**config.mk**
```make
export PLATFORM = sky130hd
export DESIGN_NAME = sdram_state_dev_flat
export DESIGN_NICKNAME = d
export VERILOG_FILES = /design/src/design/sdram_pkg.sv /design/src/design/sdram_if.sv /design/src/design/sdram_state_dev.sv /design/src/flat_wrapper.sv
export VERILOG_INCLUDE_DIRS = /design/src /design/src/design
export SDC_FILE = /design/constraint.sdc
export NUM_CORES = 1
export LEC_CHECK = 0
export BUFFER_PORTS_ARGS = -buffer_cell sky130_fd_sc_hd__buf_2
export CORE_MARGIN = 10
export CORE_UTILIZATION = 55
export CTS_CLUSTER_SIZE = 16
export DETAILED_ROUTE_END_ITERATION = 7
export MAX_ROUTING_LAYER = met4
export PLACE_DENSITY = 0.73
export REMOVE_ABC_BUFFERS = 1
export SLEW_MARGIN = 20
export SYNTH_ARGS = -nofsm -noshare
export SYNTH_HDL_FRONTEND = slang
export SYNTH_SLANG_ARGS = --single-unit
```
**constraint.sdc**
```tcl
create_clock -name clk -period 7.4 [get_ports clk]
set_input_delay 0.74 -clock clk [delete_from_list [all_inputs] [get_ports clk]]
set_output_delay 0.74 -clock clk [all_outputs]
set_load 0.01 [all_outputs]
```
**src/design/sdram_defines.svh**
```systemverilog
// timing figures, cycle counts and command pin codes of the memory link
`ifndef SDRAM_DEFINES_SVH
`define SDRAM_DEFINES_SVH
`define CLK_PERIOD_NS 25
`define T_RP_NS 20
`define T_RCD_NS 20
`define T_RC_NS 70
`define T_MRD_NS 20
`define T_XSR_NS 80
`define T_DPD_US 100
`define T_PWRUP_US 200
`define CYC_MIN(ns) (((ns) + `CLK_PERIOD_NS - 1) / `CLK_PERIOD_NS)
`define RP_CYC `CYC_MIN(`T_RP_NS)
`define RCD_CYC `CYC_MIN(`T_RCD_NS)
`define RC_CYC `CYC_MIN(`T_RC_NS)
`define MRD_CYC `CYC_MIN(`T_MRD_NS)
`define XSR_CYC `CYC_MIN(`T_XSR_NS)
`define DPD_CYC `CYC_MIN(`T_DPD_US * 1000)
`define PWRUP_CYC `CYC_MIN(`T_PWRUP_US * 1000)
`define BURST_LEN 4
`define MIN_REFS 2
`define MIN_XSR_NOPS 2
// {cs_n, ras_n, cas_n, we_n}
`define ENC_INH 4'hF
`define ENC_NOP 4'h7
`define ENC_ACT 4'h3
`define ENC_REF 4'h1
`define ENC_LMR 4'h0
`define ENC_PRE 4'h2
`define ENC_RD 4'h5
`define ENC_WR 4'h4
`define ENC_BST 4'h6
`endif

```
**src/design/sdram_pkg.sv**
```systemverilog
// types of both ends of the memory link; only cmd_t is used by both
package sdram_pkg;
	typedef enum logic [3:0] {C_INH, C_NOP, C_ACT, C_REF, C_LMR, C_PRE, C_RD, C_WR, C_BST} cmd_t;
	typedef enum logic [2:0] {P_RUN = 3'h0, P_PDN = 3'h1, P_SUSP = 3'h3, P_SREF = 3'h2,
		P_XSR = 3'h6, P_DPD = 3'h7} pwr_t;
	typedef enum logic [2:0] {B_IDLE = 3'h0, B_ACTG = 3'h1, B_ACT = 3'h3, B_RD = 3'h2,
		B_WR = 3'h6, B_RDA = 3'h7, B_WRA = 3'h5, B_PRE = 3'h4} bank_t;
	typedef enum logic [1:0] {ST_PALL = 2'h0, ST_REF = 2'h1, ST_MODE = 2'h3,
		ST_DONE = 2'h2} stage_t;
	typedef enum logic [3:0] {S_PWRUP = 4'h0, S_PALL = 4'h1, S_REF = 4'h3, S_LMR = 4'h2,
		S_EMR = 4'h6, S_RUN = 4'h7, S_PD = 4'h5, S_SR = 4'h4, S_XSR = 4'hC,
		S_DPD = 4'hD} ctl_t;
endpackage : sdram_pkg

```
**src/design/sdram_if.sv**
```systemverilog
// command pins between memory controller and memory
`timescale 1ns/100ps
interface sdram_if;
	logic cke;
	logic cs_n;
	logic ras_n;
	logic cas_n;
	logic we_n;
	logic [1:0] ba;
	logic a10;
	modport dev (input cke, cs_n, ras_n, cas_n, we_n, ba, a10);
	modport ctl (output cke, cs_n, ras_n, cas_n, we_n, ba, a10);
endinterface : sdram_if

```
**src/design/sdram_state_dev.sv**
```systemverilog
// memory end: clock-enable state machine, per-bank states, command checks
// How it works
// - terminate with clock enable low: deep sleep
// - deep sleep held at least 100 us; not checked here, left as soon as clock enable goes high
// - clock enable high leaves deep sleep; reinit
// - reinit: wait, precharge all, refreshes, modes; the wait is not checked here
// - power-down exit: back to run next edge
// - self refresh exit waits, only quiet commands
// - suspend exit: next command at next edge
// - clock enable falling picks the low-power state
// - strobe patterns decode into commands
// - deselect is inhibit; all strobes high nop
// - bank commands only with clock enable high
// - refresh and mode load need all idle
// - terminate ends latest burst, any bank
// - precharge of idle bank does nothing
// - idle after precharge time; active after delay
// - busy bank takes no same-bank command
// - global busy phases take only quiet commands
// - active bank takes read, write, precharge
// - reading bank takes read, write, precharge, terminate
// - writing bank takes read, write, precharge, terminate
// - other banks block only precharge all, which needs each bank idle, active, reading or writing
// - reads and writes with or without autoprecharge
`timescale 1ns/100ps
`include "sdram_defines.svh"
module sdram_state_dev #(
	parameter int NBANK = 4,
	parameter int BURST_LEN = `BURST_LEN
) (
	// clock and reset
	input logic clk,
	input logic rst_b,
	// command pins
	sdram_if.dev lnk,
	// state seen by the user side
	output sdram_pkg::pwr_t pwr_state,
	output sdram_pkg::bank_t [NBANK-1:0] bank_state,
	output logic all_idle,
	output logic need_init,
	output logic cmd_taken,
	output logic cmd_illegal
);
	import sdram_pkg::*;

	cmd_t cmd;
	logic quiet, gbusy, idle_all, in_burst, exec, bad, pa_ok;
	logic [1:0] tb;
	pwr_t pwr_r, pwr_nxt;
	stage_t stage_r, stage_nxt;
	logic [1:0] refs_r, refs_nxt, nops_r, nops_nxt, last_r, last_nxt;
	logic cke_prev_r;
	logic [7:0] gcnt_r, gcnt_nxt;
	bank_t [NBANK-1:0] bank_r, bank_nxt;
	logic [NBANK-1:0][7:0] bcnt_r, bcnt_nxt;
	logic all_idle_r, all_idle_nxt, need_init_r, need_init_nxt;
	logic taken_r, taken_nxt, bad_r;

	function automatic cmd_t decode(input logic [3:0] p);
		if (p[3]) return C_INH;
		case (p)
			`ENC_NOP: return C_NOP;
			`ENC_ACT: return C_ACT;
			`ENC_REF: return C_REF;
			`ENC_LMR: return C_LMR;
			`ENC_PRE: return C_PRE;
			`ENC_RD: return C_RD;
			`ENC_WR: return C_WR;
			`ENC_BST: return C_BST;
			default: return C_NOP;
		endcase
	endfunction : decode

	function automatic logic is_rw(input bank_t s);
		return s == B_RD || s == B_WR;
	endfunction : is_rw

	function automatic logic is_burst(input bank_t s);
		return is_rw(s) || s == B_RDA || s == B_WRA;
	endfunction : is_burst

	always_comb begin
		cmd = decode({lnk.cs_n, lnk.ras_n, lnk.cas_n, lnk.we_n});
		quiet = cmd == C_INH || cmd == C_NOP;
		tb = lnk.ba;
		gbusy = gcnt_r != 8'h00;
		idle_all = !gbusy;
		in_burst = 1'b0;
		pa_ok = 1'b1;
		for (int b = 0; b < NBANK; b++) begin
			if (bank_r[b] != B_IDLE) idle_all = 1'b0;
			if (is_burst(bank_r[b])) in_burst = 1'b1;
			if (!(bank_r[b] inside {B_IDLE, B_ACT, B_RD, B_WR})) pa_ok = 1'b0;
		end
		pwr_nxt = pwr_r;
		stage_nxt = stage_r;
		refs_nxt = refs_r;
		nops_nxt = nops_r;
		last_nxt = last_r;
		gcnt_nxt = gbusy ? gcnt_r - 8'h01 : gcnt_r;
		bank_nxt = bank_r;
		bcnt_nxt = bcnt_r;
		exec = 1'b0;
		bad = 1'b0;
		// bank timers stand still while the internal clock is suspended
		if (pwr_r != P_SUSP) begin
			for (int b = 0; b < NBANK; b++) begin
				if (bcnt_r[b] != 8'h00) begin
					bcnt_nxt[b] = bcnt_r[b] - 8'h01;
					if (bcnt_r[b] == 8'h01) begin
						if (bank_r[b] inside {B_ACTG, B_RD, B_WR})
							bank_nxt[b] = B_ACT;
						else
							bank_nxt[b] = B_IDLE;
					end
				end
			end
		end
		case (pwr_r)
			P_RUN: begin
				if (cke_prev_r && !lnk.cke) begin
					if (cmd == C_BST)
						pwr_nxt = P_DPD;
					else if (in_burst)
						pwr_nxt = P_SUSP;
					else if (gbusy)
						bad = 1'b1;
					else if (quiet)
						pwr_nxt = P_PDN;
					else if (cmd == C_REF && idle_all)
						pwr_nxt = P_SREF;
					else
						bad = 1'b1;
				end else if (lnk.cke) begin
					exec = 1'b1;
				end
			end
			P_PDN: if (lnk.cke) begin
				pwr_nxt = P_RUN;
				if (!quiet) bad = 1'b1;
			end
			P_SUSP: if (lnk.cke) pwr_nxt = P_RUN;
			P_SREF: if (lnk.cke) begin
				if (!quiet) bad = 1'b1;
				pwr_nxt = P_XSR;
				gcnt_nxt = 8'(`XSR_CYC);
				nops_nxt = 2'h0;
			end
			P_XSR: begin
				if (!quiet) bad = 1'b1;
				if (cmd == C_NOP && nops_r != 2'h3) nops_nxt = nops_r + 2'h1;
				if (gcnt_r <= 8'h01) begin
					pwr_nxt = P_RUN;
					if (nops_nxt < 2'(`MIN_XSR_NOPS)) bad = 1'b1;
				end
			end
			P_DPD: if (lnk.cke) begin
				pwr_nxt = P_RUN;
				stage_nxt = ST_PALL;
				refs_nxt = 2'h0;
			end
			default: pwr_nxt = P_RUN;
		endcase
		if (exec && !quiet) begin
			if (gbusy) begin
				bad = 1'b1;
			end else begin
				case (cmd)
					C_ACT: begin
						if (need_init_r || bank_r[tb] != B_IDLE) begin
							bad = 1'b1;
						end else begin
							bank_nxt[tb] = B_ACTG;
							bcnt_nxt[tb] = 8'(`RCD_CYC);
						end
					end
					C_REF: begin
						if (!idle_all || (need_init_r && stage_r != ST_REF)) begin
							bad = 1'b1;
						end else begin
							gcnt_nxt = 8'(`RC_CYC);
							if (refs_r != 2'h3) refs_nxt = refs_r + 2'h1;
						end
					end
					C_LMR: begin
						if (!idle_all) begin
							bad = 1'b1;
						end else if (need_init_r && (stage_r == ST_PALL ||
							(stage_r == ST_REF && (refs_r < 2'(`MIN_REFS) || lnk.ba[1])) ||
							(stage_r == ST_MODE && !lnk.ba[1]))) begin
							bad = 1'b1;
						end else begin
							gcnt_nxt = 8'(`MRD_CYC);
							if (stage_r == ST_REF) stage_nxt = ST_MODE;
							else if (stage_r == ST_MODE) stage_nxt = ST_DONE;
						end
					end
					C_PRE: begin
						if (lnk.a10) begin
							if (!pa_ok) begin
								bad = 1'b1;
							end else begin
								gcnt_nxt = 8'(`RP_CYC);
								if (stage_r == ST_PALL) stage_nxt = ST_REF;
								for (int b = 0; b < NBANK; b++) begin
									if (bank_r[b] != B_IDLE) begin
										bank_nxt[b] = B_PRE;
										bcnt_nxt[b] = 8'(`RP_CYC);
									end
								end
							end
						end else if (bank_r[tb] inside {B_ACT, B_RD, B_WR}) begin
							bank_nxt[tb] = B_PRE;
							bcnt_nxt[tb] = 8'(`RP_CYC);
						end else if (bank_r[tb] != B_IDLE) begin
							bad = 1'b1;
						end
					end
					C_RD, C_WR: begin
						if (need_init_r || !(bank_r[tb] inside {B_ACT, B_RD, B_WR})) begin
							bad = 1'b1;
						end else begin
							// a new burst cuts off the bursts of the other banks
							for (int b = 0; b < NBANK; b++) begin
								if (2'(b) != tb && is_rw(bank_r[b])) begin
									bank_nxt[b] = B_ACT;
									bcnt_nxt[b] = 8'h00;
								end else if (2'(b) != tb && is_burst(bank_r[b])) begin
									bank_nxt[b] = B_PRE;
									bcnt_nxt[b] = 8'(`RP_CYC);
								end
							end
							if (lnk.a10) begin
								bank_nxt[tb] = (cmd == C_RD) ? B_RDA : B_WRA;
								bcnt_nxt[tb] = 8'(BURST_LEN + `RP_CYC);
							end else begin
								bank_nxt[tb] = (cmd == C_RD) ? B_RD : B_WR;
								bcnt_nxt[tb] = 8'(BURST_LEN);
							end
							last_nxt = tb;
						end
					end
					C_BST: begin
						if (is_rw(bank_r[last_r])) begin
							bank_nxt[last_r] = B_ACT;
							bcnt_nxt[last_r] = 8'h00;
						end else begin
							bad = 1'b1;
						end
					end
					default: bad = 1'b1;
				endcase
			end
		end
		all_idle_nxt = pwr_nxt == P_RUN && gcnt_nxt == 8'h00;
		for (int b = 0; b < NBANK; b++) begin
			if (bank_nxt[b] != B_IDLE) all_idle_nxt = 1'b0;
		end
		need_init_nxt = stage_nxt != ST_DONE;
		taken_nxt = exec && !quiet && !bad;
	end

	always_ff @(posedge clk or negedge rst_b) begin
		if (!rst_b) begin
			pwr_r <= P_RUN;
			stage_r <= ST_PALL;
			refs_r <= 2'h0;
			nops_r <= 2'h0;
			last_r <= 2'h0;
			cke_prev_r <= 1'b0;
			gcnt_r <= 8'h00;
			bank_r <= {NBANK{B_IDLE}};
			bcnt_r <= '0;
			all_idle_r <= 1'b1;
			need_init_r <= 1'b1;
			taken_r <= 1'b0;
			bad_r <= 1'b0;
		end else begin
			pwr_r <= pwr_nxt;
			stage_r <= stage_nxt;
			refs_r <= refs_nxt;
			nops_r <= nops_nxt;
			last_r <= last_nxt;
			cke_prev_r <= lnk.cke;
			gcnt_r <= gcnt_nxt;
			bank_r <= bank_nxt;
			bcnt_r <= bcnt_nxt;
			all_idle_r <= all_idle_nxt;
			need_init_r <= need_init_nxt;
			taken_r <= taken_nxt;
			bad_r <= bad;
		end
	end

	assign pwr_state = pwr_r;
	assign bank_state = bank_r;
	assign all_idle = all_idle_r;
	assign need_init = need_init_r;
	assign cmd_taken = taken_r;
	assign cmd_illegal = bad_r;
endmodule : sdram_state_dev

```
**src/flat_wrapper.sv**
```systemverilog
// flat-port wrapper written by rule: the top's interface ports become plain ports
module sdram_state_dev_flat import sdram_pkg::*;
#(
	parameter int NBANK = 4,
	parameter int BURST_LEN = `BURST_LEN
)
  (clk, rst_b, pwr_state, bank_state, all_idle, need_init, cmd_taken, cmd_illegal, lnk_cke, lnk_cs_n, lnk_ras_n, lnk_cas_n, lnk_we_n, lnk_ba, lnk_a10);
  sdram_if lnk_i ();
  input logic clk;
  input logic rst_b;
  output sdram_pkg::pwr_t pwr_state;
  output sdram_pkg::bank_t [NBANK-1:0] bank_state;
  output logic all_idle;
  output logic need_init;
  output logic cmd_taken;
  output logic cmd_illegal;
  input wire logic [$bits(lnk_i.cke)-1:0] lnk_cke;
  input wire logic [$bits(lnk_i.cs_n)-1:0] lnk_cs_n;
  input wire logic [$bits(lnk_i.ras_n)-1:0] lnk_ras_n;
  input wire logic [$bits(lnk_i.cas_n)-1:0] lnk_cas_n;
  input wire logic [$bits(lnk_i.we_n)-1:0] lnk_we_n;
  input wire logic [$bits(lnk_i.ba)-1:0] lnk_ba;
  input wire logic [$bits(lnk_i.a10)-1:0] lnk_a10;
  assign lnk_i.cke = lnk_cke;
  assign lnk_i.cs_n = lnk_cs_n;
  assign lnk_i.ras_n = lnk_ras_n;
  assign lnk_i.cas_n = lnk_cas_n;
  assign lnk_i.we_n = lnk_we_n;
  assign lnk_i.ba = lnk_ba;
  assign lnk_i.a10 = lnk_a10;
  sdram_state_dev #(.NBANK(NBANK), .BURST_LEN(BURST_LEN)) u_core (.clk(clk), .rst_b(rst_b), .lnk(lnk_i), .pwr_state(pwr_state), .bank_state(bank_state), .all_idle(all_idle), .need_init(need_init), .cmd_taken(cmd_taken), .cmd_illegal(cmd_illegal));
endmodule
```
# Yosys cells after proc, flatten, opt, wreduce, memory -nomap -nowiden
# Memories as Yosys holds them, arrays and structs flattened.
# Cells that the tools add are included.
# op_classes
add_sub_neg	7
n_lt_le_gt_ge	7
n_eq_ne	57
n_mux	201
bitwise	22
n_reduce_logical	86
# op_table
op	n
8-bit two-way mux	44
32-bit two-way mux	10
3-bit two-way mux	50
32-bit one-hot mux with 4 select lines	1
12-bit two-way mux	10
28-bit bitwise AND	2
28-bit NOT	2
2-bit two-way mux	26
3-bit == test, second input constant	16
12-bit one-hot mux with 4 select lines	1
1-bit two-way mux	42
3-bit nonzero test	14
8-bit nonzero test	5
8-bit by 1-bit subtractor with 8-bit output, second input constant	5
3-bit by 2-bit == test with 1-bit output, second input constant	13
32-bit bitwise AND	1
8-bit demux with 2-bit select	2
8-bit by 1-bit == test with 1-bit output, second input constant	4
32-bit NOT	1
24-bit bitwise AND	1
12-bit bitwise mux	2
24-bit NOT	1
8-bit one-hot mux with 3 select lines	1
1-bit logical AND	20
other kinds (43)	106
# word_totals
reg_bits	68
mem_bits_ro	32
input_bits	10
n_memories	1
# memory_table
memory	depth	word_bits	read_ports	rd_ports_with_merged_regs	write_ports	line	rtl
(name not given)	8	4	1	0	0	sdram_state_dev.sv:61	case (p)

# Longest topological paths before layout
# Gate-level depths: netlist of the first run.
# depth
depth_word	23
ltp_mapped	12
mapped_depth_nobuf	10

# Worst setup path before layout of the first run
# No wires, ideal clock.
# synth_timing
path_type	input to register
from	input lnk_we_n
to	register u_core.all_idle_r (netlist: u_core.all_idle)
arrival_time_ns	3.381
t_required_ns	7.337
setup_slack_ns	3.956
cell_stages	11
path_buffers	1
path_cell_list	clkbuf_1 -> inv_1 -> ha_1 -> nand3b_1 -> a221oi_1 -> nand3_4 -> a2111oi_4 -> a21boi_2 -> o22ai_1 -> nor4_1 -> and4_1
# synth_lines
item	line	rtl
from (decl)	flat_wrapper.sv:21	input wire logic [$bits(lnk_i.we_n)-1:0] lnk_we_n;
to (signal assigned)	sdram_state_dev.sv:288	all_idle_r <= all_idle_nxt;
to (decl)	sdram_state_dev.sv:56	logic all_idle_r, all_idle_nxt, need_init_r, need_init_nxt;

==> results.toml, run 1 <==
[setup_path]
path_cells = "buf_2 -> inv_1 -> ha_1 -> nand3b_1 -> a221oi_1 -> nand3_4 -> a2111oi_4 -> a21boi_2 -> o22ai_1 -> nor4_1 -> and4_1"
critPathMaxFanout = 25
cp.buffers_inverters = 2
arrival_ns = 4.03
max_stage_delay_ns = 0.54
critPathKind = "primary input to flip-flop"
critPathCaptureType = "flip-flop"
crit_required_ns = 7.70
cp-start-kind = "primary input"
slowest_stage = "a221oi_1"
crit_family = "compound AO/OA/AOI/OAI gates"

[sta]
period_needed_ns = 3.73
fin_ws_ns = 3.67
finalHoldViolations = 0
rsz0062_at_grt = "false"
fin_crit_sh_pct = 50.4
fmax_mhz = 268
tightestPinTransition_ns = 0.923
clock_skew_ns = 0.0112
max_slew_margin_pct = 37.8
maxSlewViolCount = 0
finalSetupViolCount = 0
fin_tns_setup_ns = 0

[clock_network]
clock-root-buffer = "clkbuf_8"
clk_pin_slew_worst_paths_ns = 0.08
cts_tree = "done"
clockBufferDepth = 2
clock_latency_ns = 0.36
cts_inserted_buffers = 9
cts_sinks = 68
post_cts_buffers = 0
htree_levels = 3
postCtsResizedCells = 0
cts.hold.buffers_added = 0

[drt]
drt_wl_total_um = 17700
vias_per_cell = 6.71
antenna_left = 0
wl_per_cell_um = 22.1
drc_errors = 0
vias = 5379
drt_first_pass_iters = 5
first_iter_violations = 671

[power_and_ir_drop]
power.leakage_nw = 2.35
p_per_area_mw_per_mm2 = 296
max-vdd-ir-drop_mv = 0.143
design_power_total_mw = 1.68

[place]
place_area_mm2 = 0.00550
portBuffers = 28
dpl_worst_slack_ns = 3.39
dp_hpwl_um = 12800
gp_congestion = 1.04

[synth]
ys_seq_area_share_pct = 32.0
synthTopCellsByArea = "dfrtp_1 (31%), nor2_1 (5.7%), a21oi_1 (4.2%), nand2_1 (4.1%), ha_1 (4.0%)"
synth_edf_count = 0
ys_types = 78
yosysMostFrequentCell = "nor2_1"
synth_area_mm2 = 0.00532
synth-seq-cells = 68
syn_inst = 658
yosys-top-cells-count = "nor2_1 (81), dfrtp_1 (66), nand2_1 (58)"
synth_top_cell_area_share_pct = 31.0
ys.flop_type = "dfrtp_1"
yosysWarnings = 0
syn-mean-instance-area_um2 = 8.09
synth_async_sr_flop_share_pct = 100
yosysTopAreaCell = "dfrtp_1"

[global_routing]
globalRouteOverflowTotal = 0
grt_pass1_wl_um = 28200
antenna_found_initial = 0
grt_max_degree = 69
grt_pass1_vias = 5291
grt_util_all_layers_pct = 25.3

[layout]
n_fill_cell = 842
fin_nets = 695
drive_gt1_share_pct = 10.7
n_antenna_cell = 0
multi_input_area_mm2 = 0.00337
synthToLayoutAreaGrowth_pct = 6.63
regArea_mm2 = 0.00170
design_area_mm2 = 0.00567

[outcome]
status = "complete, no violations"

[floorplanning]
floorplan.rows = 35
fp.coreArea_mm2 = 0.00933
dieArea_mm2 = 0.0140
die_w_um = 118
start_util_pct = 57.0
pin_count = 29
fp.dieH_um = 118

[min_path]
hp-class = "flip-flop to flip-flop"

[job]
maxCapViolations = 0
[metrics by stage]
| stage | util, % | hold slack [ns] | std cells |
|---|---|---|---|
| after floorplan | - | 0.444 | 625 |
| after detailed placement | 59.0 | 0.486 | 786 |
| after global placement | 59.0 | 0.469 | 786 |
| final | 60.8 | 0.493 | 802 |
| after CTS | 60.8 | 0.497 | 802 |
| after global routing | 60.8 | 0.533 | 802 |
[power breakdown]
group	total (mW)	switching [mW]	leakage (nW)	internal [mW]
Combinational	0.709	0.420	1.45	0.289
Sequential	0.681	0.180	0.810	0.501
Clock	0.286	0.157	0.0889	0.129
Total	1.68	0.757	2.35	0.919
[layer usage]
metal  GRT usage (%)  part of all wire (%)
met1            33.0                    43
met2            36.0                    43
met3            6.90                    10
met4            10.5                   3.7
met5               -                     0
[area by class of cell]
type | instances | share of cell area (%)
multi-input cells | 531 | 59.4
clock buffers | 11 | 2.49
flip-flops and latches | 68 | 30.0
clock inverters | 5 | 0.485
inverters | 26 | 1.72
repair buffers | 32 | 3.00
well taps | 129 | 2.85
[layout by cell type, fill, tap and decap left out, types with 15 or more instances in the layout]
cell	n
a21oi_1	45
nand3_1	20
dfrtp_1	66
xnor2_1	19
nand2_1	58
inv_1	26
ha_1	17
nor3_1	32
buf_2	28
o21ai_0	39
nor2_1	81
nand2b_1	15
[sequential cells by signal, indices dropped and copies added, names as in the netlist]
register / cells
u_core.cmd_illegal: 1
u_core.gcnt_r: 8
u_core.bank_state: 12
u_core.nops_r: 2
u_core.cmd_taken: 1
u_core.pwr_state: 3
u_core.bcnt_r: 32
u_core.stage_r: 2
u_core.refs_r: 2
u_core.need_init: 1
u_core.cke_prev_r: 1
u_core.last_r: 2
u_core.all_idle: 1
[worst reg2reg max path, cell delays in order (launching register included)]
cell and delay (ns):
dfrtp_1 0.54, nand2b_1 0.32, a222oi_1 0.52, nand3_1 0.40, mux2i_1 0.28, a31oi_1 0.14, or4_1 0.55, nor4_1 0.27
and4_1 0.24
[kinds of logic (layout without fill, tap and decap cells)]
group	after synthesis	in the layout	synth area share [%]
flops	68	68	32.0
xor+xnor	32	32	5.27
fa+ha+maj	17	17	4.00
compound gates	178	178	22.7
buf+inv	59	74	4.61
simple gates	290	290	28.0
mux	14	14	3.43
[final timing paths]
path                                 startpoint                   end  slack, ns  cells past startpoint
min reg2reg                    u_core.refs_r[0]      u_core.refs_r[0]       0.49                      1
max in group asynchronous                 rst_b  u_core.bank_state[3]       6.25                      2
min in group asynchronous                 rst_b      u_core.bcnt_r[4]       0.58                      2
min                            u_core.refs_r[0]      u_core.refs_r[0]       0.49                      1
max                                    lnk_we_n       u_core.all_idle       3.67                     11
max reg2reg                u_core.bank_state[0]       u_core.all_idle       4.08                      8
Note: power is estimated with default switching activity, not from simulation.
==> inputs of run 2 (changes only) <==
--- a/config.mk
+++ b/config.mk
@@ -12,7 +12,7 @@
 export CTS_CLUSTER_SIZE = 16
 export DETAILED_ROUTE_END_ITERATION = 7
 export MAX_ROUTING_LAYER = met4
-export PLACE_DENSITY = 0.73
+export PLACE_DENSITY = 0.76
 export REMOVE_ABC_BUFFERS = 1
 export SLEW_MARGIN = 20
 export SYNTH_ARGS = -nofsm -noshare
==> constraint.sdc (replaced) <==
create_clock -name clk -period 3.3 [get_ports clk]
set_input_delay 0.33 -clock clk [delete_from_list [all_inputs] [get_ports clk]]
set_output_delay 0.33 -clock clk [all_outputs]
set_load 0.01 [all_outputs]
==> results.toml, run 2 (synthesis gave the netlist of run 1 again) <==
[layout]
synthToLayoutAreaGrowth_pct = 13.4
fin_nets = 738
final_common_cell = "nor2_1"
largest_reg_flops = 32
drive_gt1_share_pct = 15.9
mostFrequentLayoutCells = "nor2_1 (81), dfrtp_1 (66), nand2_1 (58), buf_4 (46), a21oi_1 (45)"
final_cells = 845
regArea_mm2 = 0.00170
largest_register = "u_core.bcnt_r"
n_fill_cell = 815
n_antenna_cell = 0
multi_input_area_mm2 = 0.00337

[setup_path]
critPathKind = "flip-flop to flip-flop"
critPathMaxFanout = 11
arrival_ns = 3.47
crit_required_ns = 3.58
critPathCaptureType = "flip-flop"
cp-start-kind = "flip-flop"

[place]
gp_congestion = 1.05
dp.cells = 828
dp_hpwl_um = 14000
portBuffers = 28

[power_and_ir_drop]
power.switching_mw = 1.69
combinationalPowerShare_pct = 44.3
internal_power_mw = 2.24
max-vdd-ir-drop_mv = 0.373
design_power_total_mw = 3.93
swShare_pct = 43.1
p_per_area_mw_per_mm2 = 652
p_clk_share_pct = 18.6
power.leakage_nw = 2.57
seqPwrFrac_pct = 37.1

[clock_network]
cts_sinks = 68
clock_latency_ns = 0.35
htree_levels = 3
cts_tree = "done"
clock-root-buffer = "clkbuf_8"
clk_pin_slew_worst_paths_ns = 0.08
post_cts_buffers = 0
cts_inserted_buffers = 9
clockBufferDepth = 2

[sta]
maxSlewViolCount = 0
fmax_mhz = 314
fin_crit_sh_pct = 96.6
rsz0062_at_grt = "false"
finalSetupViolCount = 0
clock_skew_ns = 0.00968
fin_tns_setup_ns = 0
period_needed_ns = 3.19
max_slew_margin_pct = 44.6
finalHoldViolations = 0
whs_ns = 0.186
tightestPinTransition_ns = 0.821

[global_routing]
globalRouteOverflowTotal = 0
grt_util_all_layers_pct = 26.1
grt_pass1_vias = 5332
grt_max_degree = 28
grt_pass1_wl_um = 28800
antenna_found_initial = 0

[floorplanning]
dieArea_mm2 = 0.0140
pin_count = 29
start_util_pct = 57.0
fp.coreArea_mm2 = 0.00933
die_w_um = 118
fp.dieH_um = 118
floorplan.rows = 35

[drt]
drc_errors = 0
vias_per_cell = 6.67
antenna_left = 0
vias = 5635
drt_wl_total_um = 18300
first_iter_violations = 592
drt_first_pass_iters = 6
wl_per_cell_um = 21.7

[job]
maxCapViolations = 0

[outcome]
status = "complete, no violations"

[min_path]
hp-class = "primary input to flip-flop"
-- run 2: cell count changes in the layout (fill, tap and decap cells not counted), sizes merged --
cell,before,now
buf,32,74
clkinv,4,2
bufinv,0,1
clkbuf,11,12
dlygate4sd3,0,1
-- run 2: routing by layer --
metal	global-route usage, %	vias to the layer above	routed length, um
li1	-	2516	-
met1	33.8	2659	7600
met2	38.7	394	8000
met3	6.09	66	2040
met4	9.97	0	685
met5	-	-	0
-- run 2: final cells by class --
class                   instances  area share [%]
clock buffers                  12            2.57
clock inverters                 4           0.788
inverters                      26            1.62
multi-input cells             531            55.9
flip-flops and latches         68            28.3
well taps                     129            2.68
repair buffers                 75            8.21
-- run 2: path summary, 6_finish.rpt --
| kind | start | end | slack (ns) | cells after the start |
|---|---|---|---|---|
| worst min-delay path | lnk_cke | u_core.cke_prev_r | 0.19 | 1 |
| worst min register to register | u_core.refs_r[0] | u_core.refs_r[0] | 0.50 | 1 |
| worst max register to register | u_core.bank_state[6] | u_core.all_idle | 0.11 | 9 |
| max in group asynchronous | rst_b | u_core.need_init | 2.01 | 3 |
| min in group asynchronous | rst_b | u_core.bcnt_r[7] | 0.52 | 2 |
| worst max-delay path | u_core.bank_state[6] | u_core.all_idle | 0.11 | 9 |
-- run 2: worst max-delay path: stages (launching register included) --
cell      delay (ns)
dfrtp_1         0.42
buf_4           0.19
nor4_1          0.34
and4_1          0.35
o311ai_0        0.31
mux2i_1         0.24
a31oi_1         0.11
or4_1           0.49
nor4_1          0.39
and4_1          0.27
-- run 2: metrics by stage --
stage | util [%] | worst slack (ns) | instance area [um^2]
final | 64.7 | 0.112 | 6030
after global routing | 64.7 | 0.0771 | 6030
after CTS | 64.7 | 0.248 | 6030
after detailed placement | 62.4 | 0.0416 | 5820
after global placement | 62.4 | 0.166 | 5820
after floorplan | - | 0.318 | 5170
-- run 2: power groups by stage --
stage               registers (mW)  logic [mW]  clock network [mW]
floorplan                     1.43        1.14                   0
global placement              1.43        1.63                   0
detailed placement            1.46        1.71                   0
CTS                           1.45        1.72               0.738
global route                  1.49        1.93               0.776
finish                        1.46        1.74               0.731
-- run 2: timing repair --
item	in CTS	in global routing
gates resized for setup	0	0
endpoints found under the hold margin	17	0
hold buffers	1	0
